**src/rtcc_defs.svh**
```systemverilog
// Offsets, field positions, reset values and timing counts of the calendar block
`ifndef RTCC_DEFS_SVH
`define RTCC_DEFS_SVH

// ****************************************
// Register indices (byte address = 4 * index)
// ****************************************
`define RTCC_IDX_HOUR_MATCH   6'h05
`define RTCC_IDX_WEEKDAY      6'h06
`define RTCC_IDX_MONTH_DAY    6'h07
`define RTCC_IDX_MONTH        6'h08
`define RTCC_IDX_YEAR         6'h09
`define RTCC_IDX_TIME_BASE    6'h0a
`define RTCC_IDX_CONFIG       6'h10
`define RTCC_IDX_FLAGS        6'h11
`define RTCC_IDX_IRQ_STATUS   6'h12
`define RTCC_IDX_IRQ_MASK     6'h13

// ****************************************
// Field positions
// ****************************************
`define RTCC_TB_UIP_BIT       7
`define RTCC_CFG_ENABLE_BIT   0
`define RTCC_CFG_H24_BIT      1
`define RTCC_CFG_BINARY_BIT   2
`define RTCC_EV_PERIODIC_BIT  0
`define RTCC_EV_ALARM_BIT     1
`define RTCC_EV_UPDATE_BIT    2

// ****************************************
// Reset values
// ****************************************
`define RTCC_RST_BYTE         8'h00
`define RTCC_RST_SELECT       3'h0
`define RTCC_RST_CODE         4'h0
`define RTCC_RST_CONFIG       3'h0
`define RTCC_RST_EVENTS       3'h0

// ****************************************
// Timing
// ****************************************
`define RTCC_CLK32_HZ         32768
`define RTCC_RESTART_MS       500
`define RTCC_RESTART_TICKS    (`RTCC_CLK32_HZ * `RTCC_RESTART_MS / 1000)
`define RTCC_UIP_LEAD_TICKS   16

`endif

```
**src/rtcc_pkg.sv**
```systemverilog
// Types shared by the calendar block
package rtcc_pkg;

    typedef struct packed {
        logic [6:0] sec;
        logic [6:0] min;
        logic [6:0] hour;
        logic [6:0] weekday;
        logic [6:0] monthDay;
        logic [6:0] month;
        logic [6:0] year;
    } rtcc_time_t;

    typedef enum logic [1:0] {
        BUS_IDLE,
        BUS_READ_WAIT
    } rtcc_bus_state_t;

    typedef logic [2:0] rtcc_events_t;

endpackage

```
**src/rtcc_calendar.sv**
```systemverilog
// Calendar counters, hour match, time base control and AHB-Lite register slave
// Contract
// - Compare hour match against current hour count
// - Top two bits both one always match
// - Weekday 1..7, format independent of mode
// - Fields read and written in selected format
// - Day 1..31, month 1..12, reset zero
// - Year 0..99 within current century
// - Busy status 16 slow ticks before update
// - Select 11x halts; 010 restarts after 500ms
// - Count only on select 010 and enable
// - Periodic events at rate of tick code
// - Format bit one binary, zero decimal, reset zero
// - Periodic flag set always, cleared by read
//
// The AHB-Lite interface to the registers was chosen for this implementation.
`include "rtcc_defs.svh"

module rtcc_calendar (
    input  wire logic        sys_clk,
    input  wire logic        rst,
    input  wire logic        clkEn,
    input  wire logic        clk32k,
    input  wire logic        hsel,
    input  wire logic [31:0] haddr,
    input  wire logic [1:0]  htrans,
    input  wire logic        hwrite,
    input  wire logic [2:0]  hsize,
    input  wire logic [31:0] hwdata,
    input  wire logic        hready,
    output logic             hreadyout,
    output logic             hresp,
    output logic [31:0]      hrdata,
    output logic             irq
);
    import rtcc_pkg::*;
    // ****************************************
    // Functions
    // ****************************************
    function automatic logic [7:0] toExt(input logic [6:0] v, input logic bin);
        logic [3:0] tens;
        logic [3:0] ones;
        tens = 4'(v / 7'd10);
        ones = 4'(v % 7'd10);
        return bin ? {1'b0, v} : {tens, ones};
    endfunction
    function automatic logic [6:0] toInt(input logic [7:0] v, input logic bin);
        logic [6:0] tens;
        tens = 7'({3'h0, v[7:4]} * 7'd10);
        return bin ? v[6:0] : 7'(tens + {3'h0, v[3:0]});
    endfunction
    function automatic logic [6:0] hourToInt(input logic [7:0] v, input logic bin,
                                             input logic h24);
        logic [6:0] h;
        h = toInt({1'b0, v[6:0]}, bin);
        if (h24) begin
            return toInt(v, bin);
        end else if (h == 7'd12) begin
            return v[7] ? 7'd12 : 7'd0;
        end else begin
            return v[7] ? 7'(h + 7'd12) : h;
        end
    endfunction
    function automatic logic [4:0] monthDays(input logic [6:0] m, input logic [6:0] y);
        case (m)
            7'd4, 7'd6, 7'd9, 7'd11: return 5'd30;
            7'd2:                    return (y[1:0] == 2'b00) ? 5'd29 : 5'd28;
            default:                 return 5'd31;
        endcase
    endfunction
    function automatic logic [14:0] tapMask(input logic [3:0] code);
        logic [3:0] eff;
        eff = (code == 4'h1) ? 4'h8 : (code == 4'h2) ? 4'h9 : code;
        return 15'((16'h0001 << (eff - 4'h1)) - 16'h0001);
    endfunction

    // ****************************************
    // State
    // ****************************************
    rtcc_time_t      now_r;
    logic [7:0]      hourMatch_r;
    logic [2:0]      runSelect_r;
    logic [3:0]      tickCode_r;
    logic            updBusy_r;
    logic            blockEnable_r;
    logic            hour24_r;
    logic            numberFormatBit_r;
    logic            periodicFlag_r;
    rtcc_events_t    irqStatus_r;
    rtcc_events_t    irqMask_r;
    logic [14:0]     div_r;
    logic            clkSync1_r;
    logic            clkSync2_r;
    logic            clkSync3_r;
    rtcc_bus_state_t busState_r;
    logic            wrPend_r;
    logic [5:0]      wrIdx_r;
    logic [5:0]      rdIdx_r;
    logic            tick;
    logic            running;
    logic            halted;
    logic            secTick;
    logic            periodicEv;
    logic            alarmEv;
    logic            addrPhase;
    logic            wrNow;
    logic [7:0]      wrByte;
    logic            rdCapture;
    rtcc_events_t    eventsNow;
    // ****************************************
    // Slow clock synchroniser and edge
    // ****************************************
    always_ff @(posedge sys_clk) begin
        if (rst) begin
            clkSync1_r <= 1'b0;
            clkSync2_r <= 1'b0;
            clkSync3_r <= 1'b0;
        end else if (clkEn) begin
            clkSync1_r <= clk32k;
            clkSync2_r <= clkSync1_r;
            clkSync3_r <= clkSync2_r;
        end
    end
    assign tick = clkSync2_r & ~clkSync3_r;
    assign running = (runSelect_r == 3'b010) && blockEnable_r;
    assign halted = (runSelect_r[2:1] == 2'b11);
    assign secTick = tick && running && (div_r == 15'h7fff);

    // ****************************************
    // Divider chain
    // ****************************************
    always_ff @(posedge sys_clk) begin
        if (rst) begin
            div_r <= 15'h0000;
        end else if (clkEn) begin
            if (halted) begin
                div_r <= 15'(`RTCC_RESTART_TICKS);
            end else if (tick && running) begin
                div_r <= div_r + 15'h0001;
            end
        end
    end
    assign periodicEv = tick && running && (tickCode_r != 4'h0)
                        && (((div_r + 15'h0001) & tapMask(tickCode_r)) == 15'h0000);

    // ****************************************
    // Update in progress
    // ****************************************
    always_ff @(posedge sys_clk) begin
        if (rst) begin
            updBusy_r <= 1'b0;
        end else if (clkEn) begin
            if (secTick || !running) begin
                updBusy_r <= 1'b0;
            end else if (tick && (div_r == 15'(32767 - `RTCC_UIP_LEAD_TICKS))) begin
                updBusy_r <= 1'b1;
            end
        end
    end

    // ****************************************
    // Hour alarm compare
    // ****************************************
    // Wildcard match
    assign alarmEv = secTick && ((hourMatch_r[7:6] == 2'b11)
                     || (hourToInt(hourMatch_r, numberFormatBit_r, hour24_r) == now_r.hour));

    // ****************************************
    // Bus decode
    // ****************************************
    assign addrPhase = hsel && hready && htrans[1] && hreadyout;
    assign wrNow = wrPend_r;
    assign wrByte = hwdata[7:0];
    assign rdCapture = (busState_r == BUS_READ_WAIT);

    // ****************************************
    // Calendar counters
    // ****************************************
    always_ff @(posedge sys_clk) begin
        if (rst) begin
            now_r <= '0;
        end else if (clkEn) begin
            if (secTick) begin
                if (now_r.sec >= 7'd59) begin
                    now_r.sec <= 7'd0;
                    if (now_r.min >= 7'd59) begin
                        now_r.min <= 7'd0;
                        if (now_r.hour >= 7'd23) begin
                            now_r.hour <= 7'd0;
                            now_r.weekday <= (now_r.weekday >= 7'd7) ? 7'd1
                                             : 7'(now_r.weekday + 7'd1);
                            if (now_r.monthDay >= 7'(monthDays(now_r.month, now_r.year))) begin
                                now_r.monthDay <= 7'd1;
                                if (now_r.month >= 7'd12) begin
                                    now_r.month <= 7'd1;
                                    now_r.year <= (now_r.year >= 7'd99) ? 7'd0
                                                  : 7'(now_r.year + 7'd1);
                                end else begin
                                    now_r.month <= 7'(now_r.month + 7'd1);
                                end
                            end else begin
                                now_r.monthDay <= 7'(now_r.monthDay + 7'd1);
                            end
                        end else begin
                            now_r.hour <= 7'(now_r.hour + 7'd1);
                        end
                    end else begin
                        now_r.min <= 7'(now_r.min + 7'd1);
                    end
                end else begin
                    now_r.sec <= 7'(now_r.sec + 7'd1);
                end
            end
            if (wrNow) begin
                case (wrIdx_r)
                    `RTCC_IDX_WEEKDAY:   now_r.weekday <= wrByte[6:0];
                    `RTCC_IDX_MONTH_DAY: now_r.monthDay <= toInt(wrByte, numberFormatBit_r);
                    `RTCC_IDX_MONTH:     now_r.month <= toInt(wrByte, numberFormatBit_r);
                    `RTCC_IDX_YEAR:      now_r.year <= toInt(wrByte, numberFormatBit_r);
                    default:             ;
                endcase
            end
        end
    end

    // ****************************************
    // Control registers
    // ****************************************
    always_ff @(posedge sys_clk) begin
        if (rst) begin
            hourMatch_r       <= `RTCC_RST_BYTE;
            runSelect_r       <= `RTCC_RST_SELECT;
            tickCode_r        <= `RTCC_RST_CODE;
            blockEnable_r     <= 1'b0;
            hour24_r          <= 1'b0;
            numberFormatBit_r <= 1'b0;
            irqMask_r         <= `RTCC_RST_EVENTS;
        end else if (clkEn && wrNow) begin
            case (wrIdx_r)
                `RTCC_IDX_HOUR_MATCH: hourMatch_r <= wrByte;
                `RTCC_IDX_TIME_BASE: begin
                    runSelect_r <= wrByte[6:4];
                    tickCode_r  <= wrByte[3:0];
                end
                `RTCC_IDX_CONFIG: begin
                    blockEnable_r     <= wrByte[`RTCC_CFG_ENABLE_BIT];
                    hour24_r          <= wrByte[`RTCC_CFG_H24_BIT];
                    numberFormatBit_r <= wrByte[`RTCC_CFG_BINARY_BIT];
                end
                `RTCC_IDX_IRQ_MASK: irqMask_r <= wrByte[2:0];
                default: ;
            endcase
        end
    end

    // ****************************************
    // Event flags and interrupt
    // ****************************************
    always_comb begin
        eventsNow = '0;
        eventsNow[`RTCC_EV_PERIODIC_BIT] = periodicEv;
        eventsNow[`RTCC_EV_ALARM_BIT]    = alarmEv;
        eventsNow[`RTCC_EV_UPDATE_BIT]   = secTick;
    end
    always_ff @(posedge sys_clk) begin
        if (rst) begin
            periodicFlag_r <= 1'b0;
        end else if (clkEn) begin
            if (periodicEv) begin
                periodicFlag_r <= 1'b1;
            end else if (rdCapture && (rdIdx_r == `RTCC_IDX_FLAGS)) begin
                periodicFlag_r <= 1'b0;
            end
        end
    end
    always_ff @(posedge sys_clk) begin
        if (rst) begin
            irqStatus_r <= `RTCC_RST_EVENTS;
        end else if (clkEn) begin
            if (wrNow && (wrIdx_r == `RTCC_IDX_IRQ_STATUS)) begin
                irqStatus_r <= (irqStatus_r & ~wrByte[2:0]) | eventsNow;
            end else begin
                irqStatus_r <= irqStatus_r | eventsNow;
            end
        end
    end
    always_ff @(posedge sys_clk) begin
        if (rst) begin
            irq <= 1'b0;
        end else if (clkEn) begin
            irq <= |(irqStatus_r & irqMask_r);
        end
    end

    // ****************************************
    // AHB-Lite slave
    // ****************************************
    always_ff @(posedge sys_clk) begin
        if (rst) begin
            busState_r <= BUS_IDLE;
            wrPend_r   <= 1'b0;
            wrIdx_r    <= 6'h00;
            rdIdx_r    <= 6'h00;
            hreadyout  <= 1'b1;
            hresp      <= 1'b0;
        end else if (clkEn) begin
            hresp    <= 1'b0;
            wrPend_r <= addrPhase && hwrite;
            if (addrPhase) begin
                wrIdx_r <= haddr[7:2];
                rdIdx_r <= haddr[7:2];
            end
            case (busState_r)
                BUS_IDLE: begin
                    if (addrPhase && !hwrite) begin
                        busState_r <= BUS_READ_WAIT;
                        hreadyout  <= 1'b0;
                    end
                end
                default: begin
                    busState_r <= BUS_IDLE;
                    hreadyout  <= 1'b1;
                end
            endcase
        end
    end
    always_ff @(posedge sys_clk) begin
        if (rst) begin
            hrdata <= 32'h0000_0000;
        end else if (clkEn && rdCapture) begin
            hrdata <= 32'h0000_0000;
            case (rdIdx_r)
                `RTCC_IDX_HOUR_MATCH: hrdata[7:0] <= hourMatch_r;
                `RTCC_IDX_WEEKDAY:    hrdata[7:0] <= {1'b0, now_r.weekday};
                `RTCC_IDX_MONTH_DAY:  hrdata[7:0] <= toExt(now_r.monthDay, numberFormatBit_r);
                `RTCC_IDX_MONTH:      hrdata[7:0] <= toExt(now_r.month, numberFormatBit_r);
                `RTCC_IDX_YEAR:       hrdata[7:0] <= toExt(now_r.year, numberFormatBit_r);
                `RTCC_IDX_TIME_BASE:  hrdata[7:0] <= {updBusy_r, runSelect_r, tickCode_r};
                `RTCC_IDX_CONFIG:     hrdata[2:0] <= {numberFormatBit_r, hour24_r,
                                                      blockEnable_r};
                `RTCC_IDX_FLAGS:      hrdata[0] <= periodicFlag_r;
                `RTCC_IDX_IRQ_STATUS: hrdata[2:0] <= irqStatus_r;
                `RTCC_IDX_IRQ_MASK:   hrdata[2:0] <= irqMask_r;
                default:              ;
            endcase
        end
    end
endmodule

```
**config.mk**
```make
export PLATFORM = sky130hd
export DESIGN_NAME = rtcc_calendar
export DESIGN_NICKNAME = d
export VERILOG_FILES = /design/src/rtcc_pkg.sv /design/src/rtcc_calendar.sv
export VERILOG_INCLUDE_DIRS = /design/src
export SDC_FILE = /design/constraint.sdc
export NUM_CORES = 1
export LEC_CHECK = 0
export BUFFER_PORTS_ARGS = -buffer_cell sky130_fd_sc_hd__buf_2
export CORE_UTILIZATION = 60
export CTS_CLUSTER_SIZE = 10
export DETAILED_ROUTE_END_ITERATION = 7
export PLACE_DENSITY = 0.82
export REMOVE_ABC_BUFFERS = 1
export SLEW_MARGIN = 15
export SYNTH_ARGS = -nofsm -noshare
export SYNTH_HDL_FRONTEND = slang
export SYNTH_SLANG_ARGS = --single-unit
```
**constraint.sdc**
```tcl
create_clock -name sys_clk -period 3.9 [get_ports sys_clk]
set_input_delay 0 -clock sys_clk [delete_from_list [all_inputs] [get_ports sys_clk]]
set_output_delay 0 -clock sys_clk [all_outputs]
set_load 0.03 [all_outputs]
```
==> out/metrics.yaml, run 1 <==
layout:
  stdcell_area_mm2: 0.00937
  fillers: 1256
  drive_gt1_share_pct: 8.57
  nets: 1279
  areaGrowthSynthToFinish_pct: 5.76
  finalCoreUtilization_pct: 64.7
worst_setup_path:
  cp.depth: 13
  r2r-end: "irqStatus_r[1]"
  startpoint: "hourMatch_r[6]"
  worstPathRequired_ns: 4.16
  path_buf_inv: 2
  reg2reg_slack_ns: 0.36
  setup.worst_path.end_class: "flip-flop"
  max_stage_delay_ns: 0.52
  timing.rr.start: "hourMatch_r[6]"
  critPathMostFrequentCell: "ha_1"
  arrival_ns: 3.80
  rr_worst_depth: 13
  cp-start-kind: "flip-flop"
  crit_fanout: 8
  cp_slowest_cell: "dfxtp_1"
  endpoint: "irqStatus_r[1]"
  crit_type: "reg2reg"
  path_cells: "ha_1 > ha_1 > xor2_1 > mux2i_1 > inv_1 > ha_1 > nor3b_1 > inv_1 > nor4_1 > mux2_2 > o22ai_1 > xor2_1 > a31o_2"
  crit_family: "adder cells"
power:
  powerDensity_mw_per_mm2: 247
  p_leak_nw: 3.39
  peakVddDrop_uv: 383
sta:
  rsz0062_at_grt: "no"
  fin_crit_ns: 3.54
  finClkSkew_ns: 0.0103
  setup_tns_ns: 0
  setup_viol: 0
  hold_slack_ns: -0.0167
  slew_viol_final: 0
  setup_slack_ns: 0.364
  slew-limit-headroom_pct: 40.9
  fin_crit_sh_pct: 90.7
  worst_pin_slew_ns: 0.864
  fmax_mhz: 283
  hold_violations: 4
route:
  drt_iter0_drc: 826
  routed_wl_mm: 24.1
  postRouteAntennaNets: 0
  drc: 0
  vias_per_cell: 6.55
  routedWlPerCell_um: 17.8
  dr.pass1.iters: 6
  num_vias: 8858
placed_design:
  place_congestion: 0.958
  dp_hpwl_mm: 17.0
  post_dp_cell_area_mm2: 0.00894
  io_buffers: 31
  place_ws_ns: 0.410
grt:
  grt_max_degree: 61
  track_usage_pct: 31.8
  antenna_found_initial: 0
  gr-total-overflow: 0
  grt_pass1_wl_mm: 38.5
  grt_pass1_vias: 7837
clock_tree:
  clockBufferDepth: 2
  postCtsSetupRepairBufs: 0
  clkLatencyLatePin_ns: 0.37
  clk_pin_slew_worst_paths_ns: 0.08
  cts_sinks: 111
  htreeDepth: 3
  cts_tree: "done"
  root_buffer: "clkbuf_16"
  cts_made_buffers: 9
die:
  dieHeight_um: 123
  core_area_mm2: 0.0145
  initial_core_util_pct: 61.2
  die_x_um: 123
  core.rowCount: 44
  die-area_mm2: 0.0152
  ioPinCount: 111
job:
  maxCapViolations: 0
synthesis:
  ys_seq_elements: 111
  syn_area_mm2: 0.00886
  synthFlopType: "dfxtp_1"
  synth.distinct_cells: 89
  synthCells: 1176
  seq_area_frac_synth_pct: 25.1
  async_flop_share_pct: 0
  synth_edf_count: 0
  avgSynthCellArea_um2: 7.53
  ys_warn_count: 0
hold_path:
  holdCritPathClass: "in2reg"
status:
  status: "finished, violations left"
  violations: "hold timing"
-- report_power, final --
part	internal, mW	switching, mW
Combinational	0.0551	0.131
Clock	0.512	0.469
Sequential	1.14	0.00738
-- kinds of logic after synthesis --
family | count (synthesis) | synth area share (%)
flops | 111 | 25.1
xor+xnor | 43 | 4.25
fa+ha+maj | 41 | 6.13
compound gates | 320 | 24.4
other cells | 2 | 0.0848
buf+inv | 141 | 7.29
mux | 45 | 5.34
simple gates | 473 | 27.4
-- cell usage after synthesis, drive strengths merged (12+ instances only) --
cell type	count	area, µm²
nand2	128	483
dfxtp	111	2220
nor2	106	398
a21oi	80	400
clkbuf	66	258
o21ai	64	324
nand3	44	245
buf	41	260
ha	37	463
mux2i	36	360
inv	34	128
nor3	32	160
nand2b	25	156
nor2b	22	138
xnor2	22	193
xor2	21	184
nand4	18	128
and2	16	100
and3	16	104
a31oi	14	87.6
a211oi	13	108
a21o	13	97.6
a22oi	12	90.1
o211ai	12	90.1
-- metal layers --
metal | wire length, µm | vias up | GRT usage [%]
li1 | - | 4215 | -
met1 | 10100 | 4140 | 40.3
met2 | 11100 | 425 | 51.8
met3 | 1920 | 78 | 6.64
met4 | 899 | 0 | 14.0
met5 | 0 | - | 0
-- stage by stage --
| step | power, mW | cells |
|---|---|---|
| 2_1_floorplan | 1.27 | 1094 |
| 3_3_place_gp | 1.34 | 1323 |
| 3_5_place_dp | 1.34 | 1323 |
| 4_1_cts | 2.31 | 1351 |
| 5_1_grt | 2.38 | 1351 |
| 6_report | 2.31 | 1352 |
-- area by class of cell --
type / count / area [µm²] / area share (%)
clock inverter: 6 / 77.6 / 0.828
sequential: 111 / 2220 / 23.7
timing repair buffer: 57 / 383 / 4.09
multi-input combinational: 949 / 6090 / 65.1
tap: 184 / 230 / 2.46
clock buffer: 10 / 229 / 2.44
antenna: 1 / 2.50 / 0.0267
inverter: 34 / 128 / 1.36
-- worst min path at each step --
| stage | startpoint | to | slack [ns] | cells after the start |
|---|---|---|---|---|
| floorplan | rst | now_r[10] | 0.06 | 1 |
| global placement | clk32k | clkSync1_r | 0.24 | 3 |
| detailed placement | clk32k | clkSync1_r | 0.24 | 3 |
| CTS | hwdata[6] | runSelect_r[2] | 0.0002 | 3 |
| global route | hwdata[3] | hourMatch_r[3] | 0.02 | 3 |
| finish | hwdata[3] | tickCode_r[3] | -0.02 | 3 |
-- worst reg2reg max path: stages, from the launching register on --
cell	delay, ns
dfxtp_1	0.52
ha_1	0.30
ha_1	0.38
xor2_1	0.20
mux2i_1	0.13
inv_1	0.10
ha_1	0.13
nor3b_1	0.32
inv_1	0.09
nor4_1	0.34
mux2_2	0.38
o22ai_1	0.21
xor2_1	0.10
a31o_2	0.23
-- repair_timing --
action                                 CTS  global route
endpoints found under the hold margin   14             0
setup endpoints to repair                0             0
resized for setup                        0             0
hold buffers                            12             0
-- placed cells by master (no fill, tap or decap), types with 11 or more instances in the layout --
cell type,Yosys,layout
mux2i_1,36,36
buf_2,10,30
dlygate4sd3_1,0,12
ha_1,37,37
nand3_1,42,42
xor2_1,21,21
xnor2_1,22,22
nor2_1,106,106
a22oi_1,12,12
inv_1,34,34
conb_1,2,27
o21ai_0,62,62
and2_1,14,14
and3_1,13,13
a21o_1,13,13
nor3_1,32,32
a31oi_1,14,14
nand4_1,17,17
buf_4,25,15
nand2b_1,25,25
dfxtp_1,111,111
nor2b_1,22,22
nand2_1,127,127
a211oi_1,11,11
o211ai_1,12,12
a21oi_1,80,80
-- state kept, by name, indices dropped and copies added, names as in the netlist, 3 cells and up --
signal,count
now_r,49
div_r,15
hourMatch_r,8
hrdata,8
rdIdx_r,6
tickCode_r,4
irqMask_r,3
irqStatus_r,3
runSelect_r,3
(Power assumes the default switching activity.)
==> run 2: changes to the inputs <==
CORE_MARGIN = 10   (was unset)
HOLD_SLACK_MARGIN = 0.12   (was unset)
==> out/metrics.yaml, run 2 (synthesis gave the netlist of run 1 again) <==
die:
  die_x_um: 141  # was 123 µm
  ioPinCount: 111  # unchanged
  core_area_mm2: 0.0145  # unchanged
  initial_core_util_pct: 61.2  # unchanged
  die-area_mm2: 0.0200  # was 0.0152 mm²
  core.rowCount: 44  # unchanged
  dieHeight_um: 141  # was 123 µm
sta:
  hold_slack_ns: 0.133  # was -0.0167 ns
  fmax_mhz: 286  # was 283 MHz
  slew-limit-headroom_pct: 43.1  # was 40.9%
  setup_tns_ns: 0  # unchanged
  worst_pin_slew_ns: 0.846  # was 0.864 ns
  setup_viol: 0  # unchanged
  rsz0062_at_grt: "no"  # unchanged
  fin_crit_ns: 3.50  # was 3.54 ns
  hold_violations: 0  # was 4
  slew_viol_final: 0  # unchanged
  finClkSkew_ns: 0.0110  # was 0.0103 ns
  fin_crit_sh_pct: 89.7  # was 90.7%
placed_design:
  place_congestion: 0.967  # was 0.958
  io_buffers: 31  # unchanged
  dp_hpwl_mm: 17.3  # was 17.0 mm
  post_dp_cell_area_mm2: 0.00894  # about the same
route:
  vias_per_cell: 6.46  # was 6.55
  postRouteAntennaNets: 0  # unchanged
  drt_iter0_drc: 1284  # was 826
  num_vias: 8753  # was 8858
  drc: 0  # unchanged
  dr.pass1.iters: 7  # was 6
  routedWlPerCell_um: 17.9  # was 17.8 µm
  routed_wl_mm: 24.3  # was 24.1 mm
worst_setup_path:
  path_buf_inv: 2  # unchanged
  crit_fanout: 6  # was 8
  worstPathRequired_ns: 4.21  # was 4.16 ns
  rr_worst_depth: 13  # unchanged
  timing.rr.start: "hourMatch_r[4]"  # was hourMatch_r[6]
  crit_family: "adder cells"  # unchanged
  path_cells: "ha_1 > ha_1 > xor2_1 > mux2i_1 > inv_1 > ha_1 > nor3b_1 > inv_1 > nor4_1 > mux2_2 > o22ai_1 > xor2_1 > a31o_2"  # unchanged
  r2r-end: "irqStatus_r[1]"  # unchanged
  cp-start-kind: "flip-flop"  # unchanged
  reg2reg_slack_ns: 0.40  # was 0.36 ns
  critPathMostFrequentCell: "ha_1"  # unchanged
  arrival_ns: 3.80  # about the same
  crit_type: "reg2reg"  # unchanged
  max_stage_delay_ns: 0.39  # was 0.52 ns
  cp_slowest_cell: "ha_1"  # was dfxtp_1
  setup.worst_path.end_class: "flip-flop"  # unchanged
layout:
  areaGrowthSynthToFinish_pct: 6.15  # was 5.76%
  layout_commonest_cell: "nand2_1"  # unchanged
  diodes: 0  # was 1
  fillers: 1262  # was 1256
  top_register: "now_r"  # unchanged
  final_cell_mix: "nand2_1 (127), dfxtp_1 (111), nor2_1 (106), a21oi_1 (80), o21ai_0 (62)"  # unchanged
  largest_reg_flops: 49  # unchanged
  drive_gt1_share_pct: 8.62  # was 8.57%
  stdcell_area_mm2: 0.00940  # was 0.00937 mm²
  nets: 1285  # was 1279
  reg_top3: "now_r: 49 flops, div_r: 15 flops"  # unchanged
grt:
  grt_max_degree: 54  # was 61
  track_usage_pct: 23.4  # was 31.8%
  antenna_found_initial: 0  # unchanged
  gr-total-overflow: 0  # unchanged
  grt_pass1_wl_mm: 40.0  # was 38.5 mm
  grt_pass1_vias: 7999  # was 7837
power:
  p_leak_nw: 3.41  # was 3.39 nW
  p_int_mw: 1.66  # was 1.70 mW
  power_switching_uw: 614  # was 607 µW
  clock_power_share_pct: 40.7  # was 42.4%
  finalPower_mw: 2.27  # was 2.31 mW
  powerDensity_mw_per_mm2: 242  # was 247 mW/mm²
  swShare_pct: 27.0  # was 26.2%
  peakVddDrop_uv: 295  # was 383 µV
  pwr-share-seq_pct: 50.4  # was 49.5%
  p_comb_share_pct: 8.9  # was 8.0%
status:
  status: "completed"  # was finished, violations left
hold_path:
  holdPathStages: 2  # was 3
  min_from: "rst"  # was hwdata[3]
  holdCritPathClass: "in2reg"  # unchanged
  whs_endpoint: "clkSync2_r"  # was tickCode_r[3]
clock_tree:
  htreeDepth: 3  # unchanged
  clockBufferDepth: 2  # unchanged
  clk_pin_slew_worst_paths_ns: 0.08  # about the same
  cts_tree: "done"  # unchanged
  cts_sinks: 111  # unchanged
  root_buffer: "clkbuf_16"  # unchanged
  clkLatencyLatePin_ns: 0.36  # was 0.37 ns
  cts_made_buffers: 9  # unchanged
job:
  maxCapViolations: 0  # unchanged
## run 2: final cells by class
class                      instances  area [µm²]  area share [%]
multi-input combinational        949        6090            64.8
sequential                       111        2220            23.6
timing repair buffer              63         440            4.69
clock buffer                      10         239            2.54
tap                              184         230            2.45
inverter                          34         128            1.36
clock inverter                     5        46.3           0.492
## run 2: layer usage
metal	GRT usage, %	vias up	share of wire (%)
met3	4.31	66	7.9
met4	9.95	0	3.6
met1	31.1	4083	44
met5	0	-	0
met2	36.3	374	45
li1	-	4230	-
## run 2: what timing repair did
action                    CTS  global route
gates resized for setup     0             0
hold endpoints to repair   40             0
buffers inserted            0             0
hold buffers               17             0
## run 2: power by group through the flow
stage	Sequential [mW]	Combinational, mW	Clock, mW
global placement	1.17	0.179	0
global route	1.15	0.217	0.971
CTS	1.15	0.196	0.927
finish	1.15	0.202	0.927
detailed placement	1.17	0.182	0
floorplan	1.17	0.0990	0
## run 2: worst max-delay path by stage
| stage | endpoint | start | slack [ns] | cells after the start |
|---|---|---|---|---|
| floorplan | now_r[5] | now_r[9] | -0.05 | 13 |
| global placement | irqStatus_r[1] | hourMatch_r[4] | 0.64 | 13 |
| detailed placement | irqStatus_r[1] | hourMatch_r[4] | 0.51 | 13 |
| CTS | irqStatus_r[1] | hourMatch_r[4] | 0.50 | 13 |
| global route | irqStatus_r[1] | hourMatch_r[4] | 0.07 | 13 |
| finish | irqStatus_r[1] | hourMatch_r[4] | 0.40 | 13 |
## run 2: through the flow
step	util, %	setup slack (ns)	cells
6_report	64.9	0.403	1356
5_1_grt	64.9	0.0652	1356
4_1_cts	64.9	0.496	1356
3_5_place_dp	61.8	0.509	1324
3_3_place_gp	61.8	0.641	1324
2_1_floorplan	-	-0.0537	1094
## run 2: worst reg2reg max path, cell delays in order (launching register included)
cell and delay, ns:
dfxtp_1 0.34, ha_1 0.30, ha_1 0.39, xor2_1 0.23, mux2i_1 0.13, inv_1 0.09
ha_1 0.13, nor3b_1 0.33, inv_1 0.09, nor4_1 0.38, mux2_2 0.39, o22ai_1 0.20
xor2_1 0.24, a31o_2 0.19
==> run 3: changes to the inputs <==
--- a/config.mk
+++ b/config.mk
@@ -14,4 +14,5 @@
 export HOLD_SLACK_MARGIN = 0.12
 export PLACE_DENSITY = 0.82
+export RECOVER_POWER = 50
 export REMOVE_ABC_BUFFERS = 1
 export SLEW_MARGIN = 15
==> constraint.sdc (replaced) <==
create_clock -name sys_clk -period 3.9 [get_ports sys_clk]
set_input_delay 0 -clock sys_clk [delete_from_list [all_inputs] [get_ports sys_clk]]
set_output_delay 0 -clock sys_clk [all_outputs]
set_load 0.05 [all_outputs]
==> out/metrics.yaml, run 3 (synthesis gave the netlist of run 1 again) <==
status:
  status: "finished, violations left"  # was completed
  violations: "capacitance limit, slew limit"
route:
  wl_met2_mm: 11.0  # was 10.9 mm
  dr.max_layer_used: "met4"  # unchanged
  routedWlPerCell_um: 17.9  # about the same
  postRouteAntennaNets: 0  # unchanged
  routed_wl_mm: 24.3  # about the same
  vias_per_cell: 6.49  # was 6.46
  drc: 0  # unchanged
  drt_iter0_drc: 1289  # was 1284
  met1_length_mm: 10.5  # was 10.6 mm
  met3_length_mm: 1.98  # was 1.92 mm
  dr.pass1.iters: 6  # was 7
  num_vias: 8807  # was 8753
placed_design:
  dp_hpwl_mm: 17.3  # unchanged
  place_inst: 1324  # unchanged
  io_buffers: 31  # unchanged
  place_congestion: 0.967  # unchanged
  place_ws_ns: 0.509  # unchanged
power:
  p_comb_share_pct: 9.7  # was 8.9%
  powerDensity_mw_per_mm2: 245  # was 242 mW/mm²
  clock_power_share_pct: 40.3  # was 40.7%
  pwr-share-seq_pct: 49.9  # was 50.4%
  p_leak_nw: 3.36  # was 3.41 nW
  swShare_pct: 27.7  # was 27.0%
  peakVddDrop_uv: 294  # was 295 µV
  p_int_mw: 1.66  # about the same
  power_switching_uw: 635  # was 614 µW
layout:
  finalCoreUtilization_pct: 64.8  # was 64.9%
  areaGrowthSynthToFinish_pct: 5.88  # was 6.15%
  diodes: 0  # unchanged
  top_register: "now_r"  # unchanged
  reg_top3: "now_r: 49 flops, div_r: 15 flops"  # unchanged
  final_cell_mix: "nand2_1 (127), dfxtp_1 (111), nor2_1 (106), a21oi_1 (80), o21ai_0 (62)"  # unchanged
  fillers: 1274  # was 1262
  layout_commonest_cell: "nand2_1"  # unchanged
  nets: 1285  # unchanged
  stdcell_count: 1356  # unchanged
  largest_reg_flops: 49  # unchanged
  drive_gt1_share_pct: 7.51  # was 8.62%
grt:
  track_usage_pct: 23.4  # unchanged
  grt_max_degree: 54  # unchanged
  antenna_found_initial: 0  # unchanged
  gr-total-overflow: 0  # unchanged
  grt_pass1_vias: 7999  # unchanged
  grt_pass1_wl_mm: 40.0  # unchanged
sta:
  fmax_mhz: 286  # about the same
  setup_tns_ns: 0  # unchanged
  setup_slack_ns: 0.403  # about the same
  fin_crit_ns: 3.50  # about the same
  fin_crit_sh_pct: 89.7  # about the same
  slew-limit-headroom_pct: -13.7  # was 43.1%
  rsz0062_at_grt: "no"  # unchanged
  finClkSkew_ns: 0.00976  # was 0.0110 ns
  slew_viol_final: 39  # was 0
  setup_viol: 0  # unchanged
  hold_slack_ns: 0.136  # was 0.133 ns
  worst_pin_slew_ns: 1.71  # was 0.846 ns
  hold_violations: 0  # unchanged
clock_tree:
  cts_made_buffers: 9  # unchanged
  ctsResizeCount: 0  # unchanged
  root_buffer: "clkbuf_16"  # unchanged
  clk_pin_slew_worst_paths_ns: 0.08  # about the same
  cts_tree: "done"  # unchanged
  clockBufferDepth: 2  # unchanged
  htreeDepth: 3  # unchanged
  clkLatencyLatePin_ns: 0.36  # about the same
  cts_sinks: 111  # unchanged
worst_setup_path:
  path_buf_inv: 2  # unchanged
  path_cells: "ha_1 > ha_1 > xor2_1 > mux2i_1 > inv_1 > ha_1 > nor3b_1 > inv_1 > nor4_1 > mux2_2 > o22ai_1 > xor2_1 > a31o_2"  # unchanged
  crit_family: "adder cells"  # unchanged
  cp_slowest_cell: "ha_1"  # unchanged
  crit_fanout: 6  # unchanged
  crit_type: "reg2reg"  # unchanged
  max_stage_delay_ns: 0.39  # about the same
  critPathMostFrequentCell: "ha_1"  # unchanged
  arrival_ns: 3.80  # about the same
  cp-start-kind: "flip-flop"  # unchanged
  worstPathRequired_ns: 4.21  # about the same
  setup.worst_path.end_class: "flip-flop"  # unchanged
die:
  die_x_um: 141  # unchanged
  core.rowCount: 44  # unchanged
  initial_core_util_pct: 61.2  # unchanged
  die-area_mm2: 0.0200  # unchanged
  core_area_mm2: 0.0145  # unchanged
  dieHeight_um: 141  # unchanged
  ioPinCount: 111  # unchanged
job:
  maxCapViolations: 1  # was 0
hold_path:
  holdCritPathClass: "in2reg"  # unchanged
[run 3: changes by cell type in the layout (fill, tap and decap cells not counted), sizes merged]
cell,before,now
clkbuf,10,23
buf,46,33
[run 3: layout make-up]
class | count | area [µm²] | share of cell area (%)
clock buffers | 10 | 239 | 2.55
clock inverters | 5 | 46.3 | 0.494
inverters | 34 | 128 | 1.36
multi-input cells | 949 | 6090 | 65.0
flip-flops and latches | 111 | 2220 | 23.7
well taps | 184 | 230 | 2.46
repair buffers | 63 | 417 | 4.44
[run 3: worst register-to-register path: stages, from the launching register on]
cell and delay [ns]:
dfxtp_1 0.34, ha_1 0.30, ha_1 0.39, xor2_1 0.23, mux2i_1 0.13, inv_1 0.09, ha_1 0.13, nor3b_1 0.33
inv_1 0.09, nor4_1 0.38, mux2_2 0.39, o22ai_1 0.20, xor2_1 0.25, a31o_2 0.19
[run 3: final timing paths]
check	startpoint	slack, ns	cells past startpoint	endpoint
worst min register to register	hrdata[6]	0.46	1	hrdata[6]
worst max register to register	hourMatch_r[4]	0.40	13	irqStatus_r[1]
worst min-delay path	rst	0.14	2	clkSync2_r
worst max-delay path	hourMatch_r[4]	0.40	13	irqStatus_r[1]
[run 3: repair_timing]
item | in CTS | in global routing
hold buffers | 17 | 0
setup buffers | 0 | 0
endpoints found under the hold margin | 40 | 0
[run 3: stage by stage]
step,total power [mW],cell area [µm²]
3_5_place_dp,1.38,8940
3_3_place_gp,1.37,8940
6_report,2.30,9380
4_1_cts,2.29,9400
2_1_floorplan,1.29,8430
5_1_grt,2.36,9380
[run 3: per-layer routing]
metal / track usage, % / vias to the layer above
met5: 0 / -
met4: 9.95 / 0
met3: 4.31 / 62
met2: 36.3 / 409
met1: 31.1 / 4105
li1: - / 4231
[run 3: power by group through the flow]
stage	Sequential [mW]	Clock, mW	Combinational (mW)
finish	1.15	0.926	0.224
global route	1.15	0.971	0.238
CTS	1.15	0.927	0.219
detailed placement	1.17	0	0.204
global placement	1.17	0	0.201
floorplan	1.17	0	0.120
